===== config.mk =====
export PLATFORM = sky130hd
export DESIGN_NAME = dfpm_manager
export DESIGN_NICKNAME = d
export VERILOG_FILES = /design/src/rtl/dfpm_pkg.sv /design/src/rtl/dfpm_fault_if.sv /design/src/rtl/dfpm_manager.sv /design/src/rtl/dfpm_history.sv /design/src/rtl/dfpm_code_map.sv
export SDC_FILE = /design/constraint.sdc
export NUM_CORES = 1
export LEC_CHECK = 0
export BUFFER_PORTS_ARGS = -buffer_cell sky130_fd_sc_hd__buf_4
export CAP_MARGIN = 5
export CELL_PAD_IN_SITES_DETAIL_PLACEMENT = 0
export CELL_PAD_IN_SITES_GLOBAL_PLACEMENT = 1
export CORE_MARGIN = 1
export CORE_UTILIZATION = 48
export DETAILED_ROUTE_END_ITERATION = 8
export GPL_TIMING_DRIVEN = 0
export PLACE_DENSITY = 0.76
export SKIP_CTS_REPAIR_TIMING = 1
export SYNTH_ARGS = -nofsm -noshare
export SYNTH_HDL_FRONTEND = slang
export SYNTH_SLANG_ARGS = --single-unit

===== constraint.sdc =====
create_clock -name CORE_CLK_I -period 3.7 [get_ports CORE_CLK_I]
set_input_delay 0.74 -clock CORE_CLK_I [delete_from_list [all_inputs] [get_ports CORE_CLK_I]]
set_output_delay 0.74 -clock CORE_CLK_I [all_outputs]
set_load 0.005 [all_outputs]

===== src/rtl/dfpm_pkg.sv =====
// shared constants and types of the drive fault protection manager
// assumes a single 20 MHz core clock and synchronous active-low reset
package dfpm_pkg;

   // ----------------------------------------------------------------
   // clock and timing
   // ----------------------------------------------------------------
   localparam int CLK_HZ = 20_000_000;
   localparam int INIT_HOLD_S = 2;
   localparam int INIT_HOLD_CYC = INIT_HOLD_S * CLK_HZ;
   localparam int INIT_CNT_W = 26;

   // ----------------------------------------------------------------
   // fault sources, in priority order
   // ----------------------------------------------------------------
   localparam int NUM_SRC = 9;
   localparam int SRC_ABS = 0;
   localparam int SRC_PRM = 1;
   localparam int SRC_OC = 2;
   localparam int SRC_OF = 3;
   localparam int SRC_OV = 4;
   localparam int SRC_OS = 5;
   localparam int SRC_OL = 6;
   localparam int SRC_ENC = 7;
   localparam int SRC_PWR = 8;

   // serial message identifiers, one per source
   localparam logic [7:0] MSG_ABS = 8'h00;
   localparam logic [7:0] MSG_PRM = 8'h02;
   localparam logic [7:0] MSG_OC = 8'h10;
   localparam logic [7:0] MSG_OF = 8'h31;
   localparam logic [7:0] MSG_OV = 8'h40;
   localparam logic [7:0] MSG_OS = 8'h51;
   localparam logic [7:0] MSG_OL = 8'h71;
   localparam logic [7:0] MSG_ENC = 8'hC2;
   localparam logic [7:0] MSG_PWR = 8'hF3;
   localparam logic [7:0] MSG_NONE = 8'hFF;

   // code bits {bit3,bit2,bit1}, 1 = transistor conducts
   localparam logic [2:0] CODE_OFF = 3'h0;
   localparam logic [2:0] CODE_OC = 3'h1;
   localparam logic [2:0] CODE_OF = 3'h3;
   localparam logic [2:0] CODE_OV = 3'h4;
   localparam logic [2:0] CODE_OS = 3'h5;
   localparam logic [2:0] CODE_OL = 3'h7;
   localparam logic [2:0] CODE_PWR = 3'h2;

   localparam int HIST_DEPTH = 8;
   localparam int HIST_IDX_W = 3;

   typedef enum logic [1:0] {
      DFPM_INIT,
      DFPM_RUN,
      DFPM_FAULT
   } dfpm_state_t;

endpackage : dfpm_pkg


===== src/rtl/dfpm_fault_if.sv =====
// bundle carrying the latched fault between the manager and its history
// assumes both ends share the core clock
interface dfpm_fault_if;
   import dfpm_pkg::*;
   logic log_pulse;
   logic [7:0] log_msg;
   logic [HIST_IDX_W-1:0] rd_idx;
   logic [7:0] rd_msg;
   logic [HIST_IDX_W:0] count;

   modport mgr (output log_pulse, output log_msg, output rd_idx,
                input rd_msg, input count);
   modport hist (input log_pulse, input log_msg, input rd_idx,
                 output rd_msg, output count);
endinterface : dfpm_fault_if


===== src/rtl/dfpm_manager.sv =====
// top of the drive fault protection manager
// assumes fault detect inputs are asynchronous levels from sensing logic,
// serial commands arrive as one-cycle pulses from a same-clock decoder
//
// Function
// - brake on fault, disable, servo-off, power-off
// - absolute encoder/parameter alarm: code all off
// - overcurrent or overheat: code 001
// - error counter overflow: code 011
// - overvoltage: code 100
// - overspeed: code 101
// - overload: code 111
// - encoder faults: code 101
// - momentary power loss: code 010
// - one means transistor conducts
// - fault disables power stage, alarm off
// - fault sends message, red on, alarm off
// - code appears with alarm output
// - clear by serial, clear pin, power cycle; the clear pin is honoured only when ABS_ENCODER is set
// - green while powered, red while fault
// - readable history of past faults
// - alarm held during power-on initialisation
module dfpm_manager
   import dfpm_pkg::*;
#(
   parameter int INIT_CYCLES = INIT_HOLD_CYC,
   parameter bit ABS_ENCODER = 1'b1
) (
   input wire logic CORE_CLK_I,
   input wire logic RESET_N_I,
   input wire logic [NUM_SRC-1:0] FAULT_DETECT_I,
   input wire logic SERVO_ON_I,
   input wire logic DRIVE_DISABLE_CMD_I,
   input wire logic POWER_GOOD_I,
   input wire logic FAULT_CLEAR_CMD_I,
   input wire logic FAULT_CLEAR_PIN_I,
   input wire logic [HIST_IDX_W-1:0] HIST_IDX_I,
   output logic POWER_STAGE_EN_O,
   output logic DYN_BRAKE_O,
   output logic FAULT_CODE_BIT1_O,
   output logic FAULT_CODE_BIT2_O,
   output logic FAULT_CODE_BIT3_O,
   output logic FAULT_OUT_O,
   output logic SERVO_FAULT_FLAG_OUT_O,
   output logic RED_LED_O,
   output logic GREEN_LED_O,
   output logic MSG_VALID_O,
   output logic [7:0] MSG_ID_O,
   output logic [7:0] HIST_MSG_O,
   output logic [HIST_IDX_W:0] HIST_COUNT_O
);

   // ----------------------------------------------------------------
   // input synchronisers
   // ----------------------------------------------------------------
   logic [NUM_SRC-1:0] det_s1, det_s2;
   logic son_s1, son_s2, dis_s1, dis_s2, pg_s1, pg_s2, clr_s1, clr_s2;

   always_ff @(posedge CORE_CLK_I) begin
      if (!RESET_N_I) begin
         det_s1 <= '0;
         det_s2 <= '0;
         {son_s1, son_s2, dis_s1, dis_s2} <= 4'h0;
         {pg_s1, pg_s2, clr_s1, clr_s2} <= 4'h0;
      end else begin
         det_s1 <= FAULT_DETECT_I;
         det_s2 <= det_s1;
         son_s1 <= SERVO_ON_I;
         son_s2 <= son_s1;
         dis_s1 <= DRIVE_DISABLE_CMD_I;
         dis_s2 <= dis_s1;
         pg_s1 <= POWER_GOOD_I;
         pg_s2 <= pg_s1;
         clr_s1 <= FAULT_CLEAR_PIN_I;
         clr_s2 <= clr_s1;
      end
   end

   // ----------------------------------------------------------------
   // first-fault selection
   // ----------------------------------------------------------------
   // lowest index wins when several arrive in one cycle
   function automatic logic [3:0] first_src(input logic [NUM_SRC-1:0] v);
      logic [3:0] r;
      r = 4'hF;
      for (int i = NUM_SRC - 1; i >= 0; i--) begin
         if (v[i]) begin
            r = 4'(i);
         end
      end
      return r;
   endfunction : first_src

   wire logic any_det = |det_s2;
   wire logic [3:0] new_src = first_src(det_s2);
   logic [2:0] new_code;
   logic [7:0] new_msg;

   dfpm_code_map u_map (
      .src_i(new_src),
      .code_o(new_code),
      .msg_o(new_msg)
   );

   // ----------------------------------------------------------------
   // control state
   // ----------------------------------------------------------------
   dfpm_state_t state, next_state;
   logic [INIT_CNT_W-1:0] init_cnt;
   logic [2:0] code;
   logic [7:0] msg;
   logic msg_valid;
   logic clr_pin_d;

   // clear pin honoured only in absolute encoder builds
   wire logic clr_pin_rise = ABS_ENCODER && clr_s2 && !clr_pin_d;
   wire logic clear_evt = FAULT_CLEAR_CMD_I || clr_pin_rise;
   wire logic init_done = (init_cnt >= INIT_CNT_W'(INIT_CYCLES - 1));
   // a detection in the clear cycle re-latches: set wins over clear
   wire logic latch_new = (state == DFPM_RUN) && any_det;
   wire logic relatch = (state == DFPM_FAULT) && clear_evt && any_det;

   always_comb begin
      next_state = state;
      case (state)
         DFPM_INIT: begin
            if (init_done) begin
               next_state = DFPM_RUN;
            end
         end
         DFPM_RUN: begin
            if (any_det) begin
               next_state = DFPM_FAULT;
            end
         end
         DFPM_FAULT: begin
            if (clear_evt && !any_det) begin
               next_state = DFPM_RUN;
            end
         end
         default: next_state = DFPM_INIT;
      endcase
   end

   // power cycle acts as reset, also clearing the fault
   always_ff @(posedge CORE_CLK_I) begin
      if (!RESET_N_I) begin
         state <= DFPM_INIT;
         init_cnt <= '0;
         clr_pin_d <= 1'b0;
      end else begin
         state <= next_state;
         clr_pin_d <= clr_s2;
         if (state == DFPM_INIT && !init_done) begin
            init_cnt <= init_cnt + 1'b1;
         end
      end
   end

   // ----------------------------------------------------------------
   // latched code and message
   // ----------------------------------------------------------------
   // first fault latched
   always_ff @(posedge CORE_CLK_I) begin
      if (!RESET_N_I) begin
         code <= CODE_OFF;
         msg <= MSG_NONE;
         msg_valid <= 1'b0;
      end else begin
         msg_valid <= latch_new || relatch;
         if (latch_new || relatch) begin
            code <= new_code;
            msg <= new_msg;
         end else if (state == DFPM_FAULT && clear_evt) begin
            code <= CODE_OFF;
         end
      end
   end

   // ----------------------------------------------------------------
   // history
   // ----------------------------------------------------------------
   dfpm_fault_if flt ();
   assign flt.log_pulse = latch_new || relatch;
   assign flt.log_msg = new_msg;
   assign flt.rd_idx = HIST_IDX_I;

   dfpm_history u_hist (
      .clk_i(CORE_CLK_I),
      .reset_n_i(RESET_N_I),
      .flt(flt.hist)
   );

   always_ff @(posedge CORE_CLK_I) begin
      if (!RESET_N_I) begin
         HIST_MSG_O <= MSG_NONE;
         HIST_COUNT_O <= '0;
      end else begin
         HIST_MSG_O <= flt.rd_msg;
         HIST_COUNT_O <= flt.count;
      end
   end

   // ----------------------------------------------------------------
   // outputs
   // ----------------------------------------------------------------
   wire logic faulted = (state == DFPM_FAULT);
   wire logic brake = faulted || dis_s2 || !son_s2 || !pg_s2 || (state == DFPM_INIT);

   always_ff @(posedge CORE_CLK_I) begin
      if (!RESET_N_I) begin
         DYN_BRAKE_O <= 1'b1;
         POWER_STAGE_EN_O <= 1'b0;
         RED_LED_O <= 1'b0;
         GREEN_LED_O <= 1'b0;
      end else begin
         DYN_BRAKE_O <= brake;
         POWER_STAGE_EN_O <= !brake;
         RED_LED_O <= faulted;
         GREEN_LED_O <= 1'b1;
      end
   end

   // alarm and code move together from flip-flops
   assign FAULT_OUT_O = !(faulted || state == DFPM_INIT);
   assign SERVO_FAULT_FLAG_OUT_O = FAULT_OUT_O;
   assign FAULT_CODE_BIT1_O = code[0];
   assign FAULT_CODE_BIT2_O = code[1];
   assign FAULT_CODE_BIT3_O = code[2];
   assign MSG_VALID_O = msg_valid;
   assign MSG_ID_O = msg;

   // ----------------------------------------------------------------
   // checks
   // ----------------------------------------------------------------
   a_brake_on_fault: assert property (@(posedge CORE_CLK_I) disable iff (!RESET_N_I)
      faulted |=> DYN_BRAKE_O && !POWER_STAGE_EN_O)
      else $error("brake not applied during fault");

   a_fault_latch: assert property (@(posedge CORE_CLK_I) disable iff (!RESET_N_I)
      (state == DFPM_RUN) && any_det |=> faulted && !FAULT_OUT_O)
      else $error("detection did not latch fault");

   a_fault_holds: assert property (@(posedge CORE_CLK_I) disable iff (!RESET_N_I)
      faulted && !clear_evt |=> faulted && $stable(code))
      else $error("fault released without clear");

   a_clear_works: assert property (@(posedge CORE_CLK_I) disable iff (!RESET_N_I)
      faulted && clear_evt && !any_det |=> state == DFPM_RUN && code == CODE_OFF)
      else $error("clear did not release fault");

   a_overvolt_code: assert property (@(posedge CORE_CLK_I) disable iff (!RESET_N_I)
      latch_new && new_src == 4'(SRC_OV) |=> code == CODE_OV)
      else $error("overvoltage code wrong");

   a_overload_code: assert property (@(posedge CORE_CLK_I) disable iff (!RESET_N_I)
      latch_new && det_s2[SRC_OL] && !(|det_s2[SRC_OL-1:0]) |=> code == CODE_OL)
      else $error("overload code wrong");

   a_msg_with_red: assert property (@(posedge CORE_CLK_I) disable iff (!RESET_N_I)
      latch_new |=> MSG_VALID_O && MSG_ID_O == $past(new_msg) ##1 RED_LED_O)
      else $error("message or red indicator missing");

   a_init_alarm: assert property (@(posedge CORE_CLK_I) disable iff (!RESET_N_I)
      state == DFPM_INIT |-> !FAULT_OUT_O)
      else $error("alarm not held during init");

   a_init_length: assert property (@(posedge CORE_CLK_I) disable iff (!RESET_N_I)
      state == DFPM_INIT && !init_done |=> state == DFPM_INIT)
      else $error("initialisation left early");

   // ----------------------------------------------------------------
   // pin level checks
   // ----------------------------------------------------------------
   // pin view of the code, so the bit order is checked as well
   wire logic [2:0] code_pins = {FAULT_CODE_BIT3_O, FAULT_CODE_BIT2_O, FAULT_CODE_BIT1_O};
   wire logic stop_req = dis_s2 || !son_s2 || !pg_s2;

   a_stop_brake: assert property (@(posedge CORE_CLK_I) disable iff (!RESET_N_I)
      stop_req |=> DYN_BRAKE_O && !POWER_STAGE_EN_O)
      else $error("stop condition did not brake");

   a_stage_vs_brake: assert property (@(posedge CORE_CLK_I) disable iff (!RESET_N_I)
      POWER_STAGE_EN_O |-> !DYN_BRAKE_O)
      else $error("power stage on while braking");

   a_param_code: assert property (@(posedge CORE_CLK_I) disable iff (!RESET_N_I)
      latch_new && new_src <= 4'(SRC_PRM) |=> code_pins == CODE_OFF && !FAULT_OUT_O)
      else $error("parameter fault code wrong");

   a_overcur_code: assert property (@(posedge CORE_CLK_I) disable iff (!RESET_N_I)
      latch_new && new_src == 4'(SRC_OC) |=> code_pins == CODE_OC)
      else $error("overcurrent code wrong");

   a_overflow_code: assert property (@(posedge CORE_CLK_I) disable iff (!RESET_N_I)
      latch_new && new_src == 4'(SRC_OF) |=> code_pins == CODE_OF)
      else $error("overflow code wrong");

   a_overspd_code: assert property (@(posedge CORE_CLK_I) disable iff (!RESET_N_I)
      latch_new && new_src == 4'(SRC_OS) |=> code_pins == CODE_OS)
      else $error("overspeed code wrong");

   a_encoder_code: assert property (@(posedge CORE_CLK_I) disable iff (!RESET_N_I)
      latch_new && new_src == 4'(SRC_ENC) |=> code_pins == CODE_OS)
      else $error("encoder fault code wrong");

   a_pwr_loss_code: assert property (@(posedge CORE_CLK_I) disable iff (!RESET_N_I)
      latch_new && new_src == 4'(SRC_PWR) |=> code_pins == CODE_PWR)
      else $error("power loss code wrong");

   a_code_idle: assert property (@(posedge CORE_CLK_I) disable iff (!RESET_N_I)
      !faulted |-> code_pins == CODE_OFF)
      else $error("code outputs conduct without fault");

   a_code_at_alarm: assert property (@(posedge CORE_CLK_I) disable iff (!RESET_N_I)
      $rose(faulted) |-> code_pins == $past(new_code) && !FAULT_OUT_O)
      else $error("code not presented with alarm");

   a_msg_in_fault: assert property (@(posedge CORE_CLK_I) disable iff (!RESET_N_I)
      MSG_VALID_O |-> faulted)
      else $error("message sent outside fault");

   a_pin_clear: assert property (@(posedge CORE_CLK_I) disable iff (!RESET_N_I)
      faulted && clr_pin_rise && !any_det |=> !faulted && code_pins == CODE_OFF)
      else $error("clear pin did not release fault");

   a_red_tracks: assert property (@(posedge CORE_CLK_I) disable iff (!RESET_N_I)
      faulted |=> RED_LED_O)
      else $error("red indicator dark in fault");

   a_red_clears: assert property (@(posedge CORE_CLK_I) disable iff (!RESET_N_I)
      !faulted |=> !RED_LED_O)
      else $error("red indicator lit without fault");

   a_green_on: assert property (@(posedge CORE_CLK_I) disable iff (!RESET_N_I)
      $past(RESET_N_I) |-> GREEN_LED_O)
      else $error("green indicator dark while powered");

   // history saturates, so only count below depth
   a_hist_count: assert property (@(posedge CORE_CLK_I) disable iff (!RESET_N_I)
      flt.log_pulse && int'(flt.count) < HIST_DEPTH |=> int'(flt.count) == int'($past(flt.count)) + 1)
      else $error("history did not log fault");

   a_first_fault: assert property (@(posedge CORE_CLK_I) disable iff (!RESET_N_I)
      latch_new && det_s2[SRC_OF] && !(|det_s2[SRC_OF-1:0]) |=> MSG_ID_O == MSG_OF && code_pins == CODE_OF)
      else $error("first fault not latched");

endmodule : dfpm_manager


===== src/rtl/dfpm_history.sv =====
// ring of past fault message identifiers, newest at index 0
// assumes log pulses come from the manager on the same clock
module dfpm_history
   import dfpm_pkg::*;
#(
   parameter int DEPTH = HIST_DEPTH
) (
   input wire logic clk_i,
   input wire logic reset_n_i,
   dfpm_fault_if.hist flt
);

   logic [7:0] mem [DEPTH];
   logic [HIST_IDX_W:0] count;

   assign flt.count = count;
   // index 0 is the newest entry
   assign flt.rd_msg = (int'(flt.rd_idx) < DEPTH) ? mem[flt.rd_idx] : MSG_NONE;

   // ----------------------------------------------------------------
   // shift on every logged fault
   // ----------------------------------------------------------------
   // keep fault history
   always_ff @(posedge clk_i) begin
      if (!reset_n_i) begin
         count <= '0;
         for (int i = 0; i < DEPTH; i++) begin
            mem[i] <= MSG_NONE;
         end
      end else if (flt.log_pulse) begin
         mem[0] <= flt.log_msg;
         for (int i = 1; i < DEPTH; i++) begin
            mem[i] <= mem[i-1];
         end
         if (int'(count) < DEPTH) begin
            count <= count + 1'b1;
         end
      end
   end

endmodule : dfpm_history


===== src/rtl/dfpm_code_map.sv =====
// maps a one-hot-first fault source index to code bits and message id
// pure combinational, no clock
module dfpm_code_map
   import dfpm_pkg::*;
(
   input wire logic [3:0] src_i,
   output logic [2:0] code_o,
   output logic [7:0] msg_o
);

   always_comb begin
      case (src_i)
         4'(SRC_ABS): begin code_o = CODE_OFF; msg_o = MSG_ABS; end
         4'(SRC_PRM): begin code_o = CODE_OFF; msg_o = MSG_PRM; end
         4'(SRC_OC): begin code_o = CODE_OC; msg_o = MSG_OC; end
         4'(SRC_OF): begin code_o = CODE_OF; msg_o = MSG_OF; end
         4'(SRC_OV): begin code_o = CODE_OV; msg_o = MSG_OV; end
         4'(SRC_OS): begin code_o = CODE_OS; msg_o = MSG_OS; end
         4'(SRC_OL): begin code_o = CODE_OL; msg_o = MSG_OL; end
         4'(SRC_ENC): begin code_o = CODE_OS; msg_o = MSG_ENC; end
         4'(SRC_PWR): begin code_o = CODE_PWR; msg_o = MSG_PWR; end
         default: begin code_o = CODE_OFF; msg_o = MSG_NONE; end
      endcase
   end

endmodule : dfpm_code_map


==> reports/qor.txt <==
Status: complete, but fails checks
Post-route setup slack: 0.844 ns
Cell variety after synth: 53
Worst stage delay on the critical path: 0.62 ns
Final setup fails: 0
Part of the power in the clock network: 0.498
Worst vdd ir: 512 uV
Hold Vio Cnt, Final: 0
Clock Pin Slew Worst Setup and Hold Paths: 0.06 ns
CP Data Required Time: 3.87 ns
RSZ-0062 raised after global routing: false
Crit path kind: flip-flop to flip-flop
Mapped Nets: 515
Via count: 3786
Core box area: 11600 um2
Grt total ovfl: 0
Startpoint Class: flip-flop
Die height: 112 um
Slowest CP cell: nand2_2
Largest net degree at the start of global routing: 38
Total power: 3520 uW
DP Wirelength: 7620 um
CP top delay family: simple AND/OR/NAND/NOR gates
Vias in the first global route: 3713
Crit path time final: 2.86 ns
Final antenna-violating net count: 0
Switching power share of the total: 0.202
Post-layout util: 0.601
Worst Path Arrival: 3.02 ns
Fin crit share: 0.772
Gpl congestion: 0.838
Net switching power: 708 uW
Number of antenna violations at the first check in global routing: 0
Synthesized area per cell: 11.9 um2
CTS root buffer: clkbuf_16
Flops & latches, synth: 141
Nets: 581
Post-Layout Cell Count: 708
I/O pin total: 49
Synth Cell Area: 5790 um2
FFs w/ async S/R, synth: 0
P per Cell Area: 505 nW/um2
Main synth FF type: dfxtp_1
Cell taking the most area after synthesis: dfxtp_1
Diodes inserted: 0
Layout area overhead: 20.2%
CTS tree: yes
Clk sinks: 141
Max-cap violations: 0
Leak Pwr: 0.00238 uW
Starting density of the core: 0.500
Placed Cells: 678
GRT Util Overall: 0.191
Fmax: 350 MHz
Synth Warn #: 0
Htree depth: 4
Sequential share of power: 0.466
Synth Instances: 488
Worst skew pair latency: 0.42 ns
Number of port buffers: 46
FP Rows: 39
Post-synth EDFFs: 56
First-pass GRT wire length: 18100 um
Die Wd: 112 um
Crit end category: flip-flop
Max Root-Sink Buffers: 2
DR pass1 iterations: 6
Buf+Inv Stages, Crit Path: 1
Die area: 12500 um2
Remaining DRCs: 3
Most common cell in the netlist: dfxtp_1
Iter 0 DRT Violations: 207
Top-area cell type share of the netlist area: 0.294
Top post-synthesis cells by count: dfxtp_1 (85), edfxtp_1 (56), nand2b_1 (51)
Logic pwr share: 0.036
Setup TNS: 0 ns
Total Routed Length: 10900 um
Slew headroom: 0.442
Min-Delay Path Class: flip-flop to flip-flop
Avg WL per Cell: 15.4 um
Sequential fraction of the synthesis area: 0.585
Worst Clk Skew: 0.00625 ns
Fillcell total: 962
Layout cells sized above 1: 0.195
Via-to-Cell Ratio: 5.35
CTS Buf Count: 17
Failing checks: DRC
Max-slew violation count: 0
P_int: 2810 uW
Worst Tran Pin Value: 0.834 ns
Top cells by area, synth: dfxtp_1 (29%), edfxtp_1 (29%), nand2b_1 (5.5%)
Dpl ws: 0.840 ns
Worst path cell trace: nor4_2, nand3b_1, o21ai_1, nand2_2, buf_12
CP max FO: 37
layer usage:
metal  global-route usage  share of wire  vias up
met1                0.248           0.47     1825
met4               0.0865          0.015        0
met2                0.294           0.47       78
li1                     -              -     1865
met5                    0              0        -
met3               0.0588          0.047       18
registers in the layout, summed over array words and instances, names as in the netlist, 2 cells and up:
signal            count
HIST_COUNT_O          4
HIST_MSG_O            7
MSG_ID_O              7
code                  3
det_s1                9
det_s2                9
init_cnt             26
state                 2
u_hist.flt.count      4
u_hist.mem           56
cell type report:
| class | count | area [um2] | area share |
|---|---|---|---|
| clock buffer | 23 | 522 | 0.0750 |
| multi-input combinational | 311 | 2250 | 0.323 |
| buffer | 28 | 129 | 0.0185 |
| inverter | 8 | 30.0 | 0.00432 |
| clock inverter | 7 | 100 | 0.0144 |
| timing repair buffer | 47 | 365 | 0.0525 |
| sequential | 141 | 3380 | 0.486 |
| tap | 143 | 179 | 0.0257 |
worst reg2reg max path: cells and delay by family, from the launching register on:
family	cells	cell delay [ns]
AO/OA/AOI/OAI	1	0.39
buffers and inverters	1	0.41
AND/OR/NAND/NOR	3	1.47
flip-flops	1	0.32
metrics by stage:
step / hold WS (ns) / instance area, um2
2_1_floorplan: 0.393 / 5790
3_3_place_gp: 0.403 / 6310
3_5_place_dp: 0.412 / 6330
4_1_cts: 0.426 / 6960
5_1_grt: 0.439 / 6960
6_report: 0.422 / 6960
cell families (layout without fill, tap and decap cells):
logic type,count (synthesis),count (layout),share of synthesized area
muxes,24,24,0.0718
adders and majority gates,8,8,0.0173
and+or+nand+nor,191,191,0.189
buffers and inverters,36,113,0.0275
DFF,141,141,0.585
AOI/OAI and AO/OA,74,74,0.0884
xor gates and xnor gates,14,14,0.0212
worst paths after layout:
path / from / endpoint / slack [ns] / cells after the start
min reg2reg: son_s2$_SDFF_PN0_ / DYN_BRAKE_O$_SDFF_PN1_ / 0.42 / 1
max: det_s2[6]$_SDFF_PN0_ / u_hist.mem[6][3]$_SDFFCE_PN1P_ / 0.84 / 5
min: son_s2$_SDFF_PN0_ / DYN_BRAKE_O$_SDFF_PN1_ / 0.42 / 1
max reg2reg: det_s2[6]$_SDFF_PN0_ / u_hist.mem[6][3]$_SDFFCE_PN1P_ / 0.84 / 5
placed cells by master (no fill, tap or decap), drive strengths merged, types with 3 or more instances in the layout:
cell type / n
buf: 57
and2: 38
o211ai: 6
inv: 9
o21ai: 14
edfxtp: 56
mux4: 14
a211oi: 3
nor2b: 3
or2: 3
mux2i: 10
o2111ai: 4
nand2: 27
clkbuf: 41
o21a: 17
nand3: 5
and3: 5
ha: 8
xnor2: 8
a21oi: 12
o31ai: 4
xor2: 6
clkinv: 3
nor4: 3
nor3: 9
or4: 5
dfxtp: 85
nand4: 7
nor2: 27
nand2b: 51
power by group through the flow:
stage / registers (uW) / clock network (uW) / logic (uW)
after detailed placement: 1670 / 0 / 130
after global placement: 1670 / 0 / 124
after CTS: 1640 / 1790 / 130
after global routing: 1640 / 1850 / 144
final: 1640 / 1750 / 128
after floorplan: 1670 / 0 / 84.7
Power figures use the tool's default switching activity.
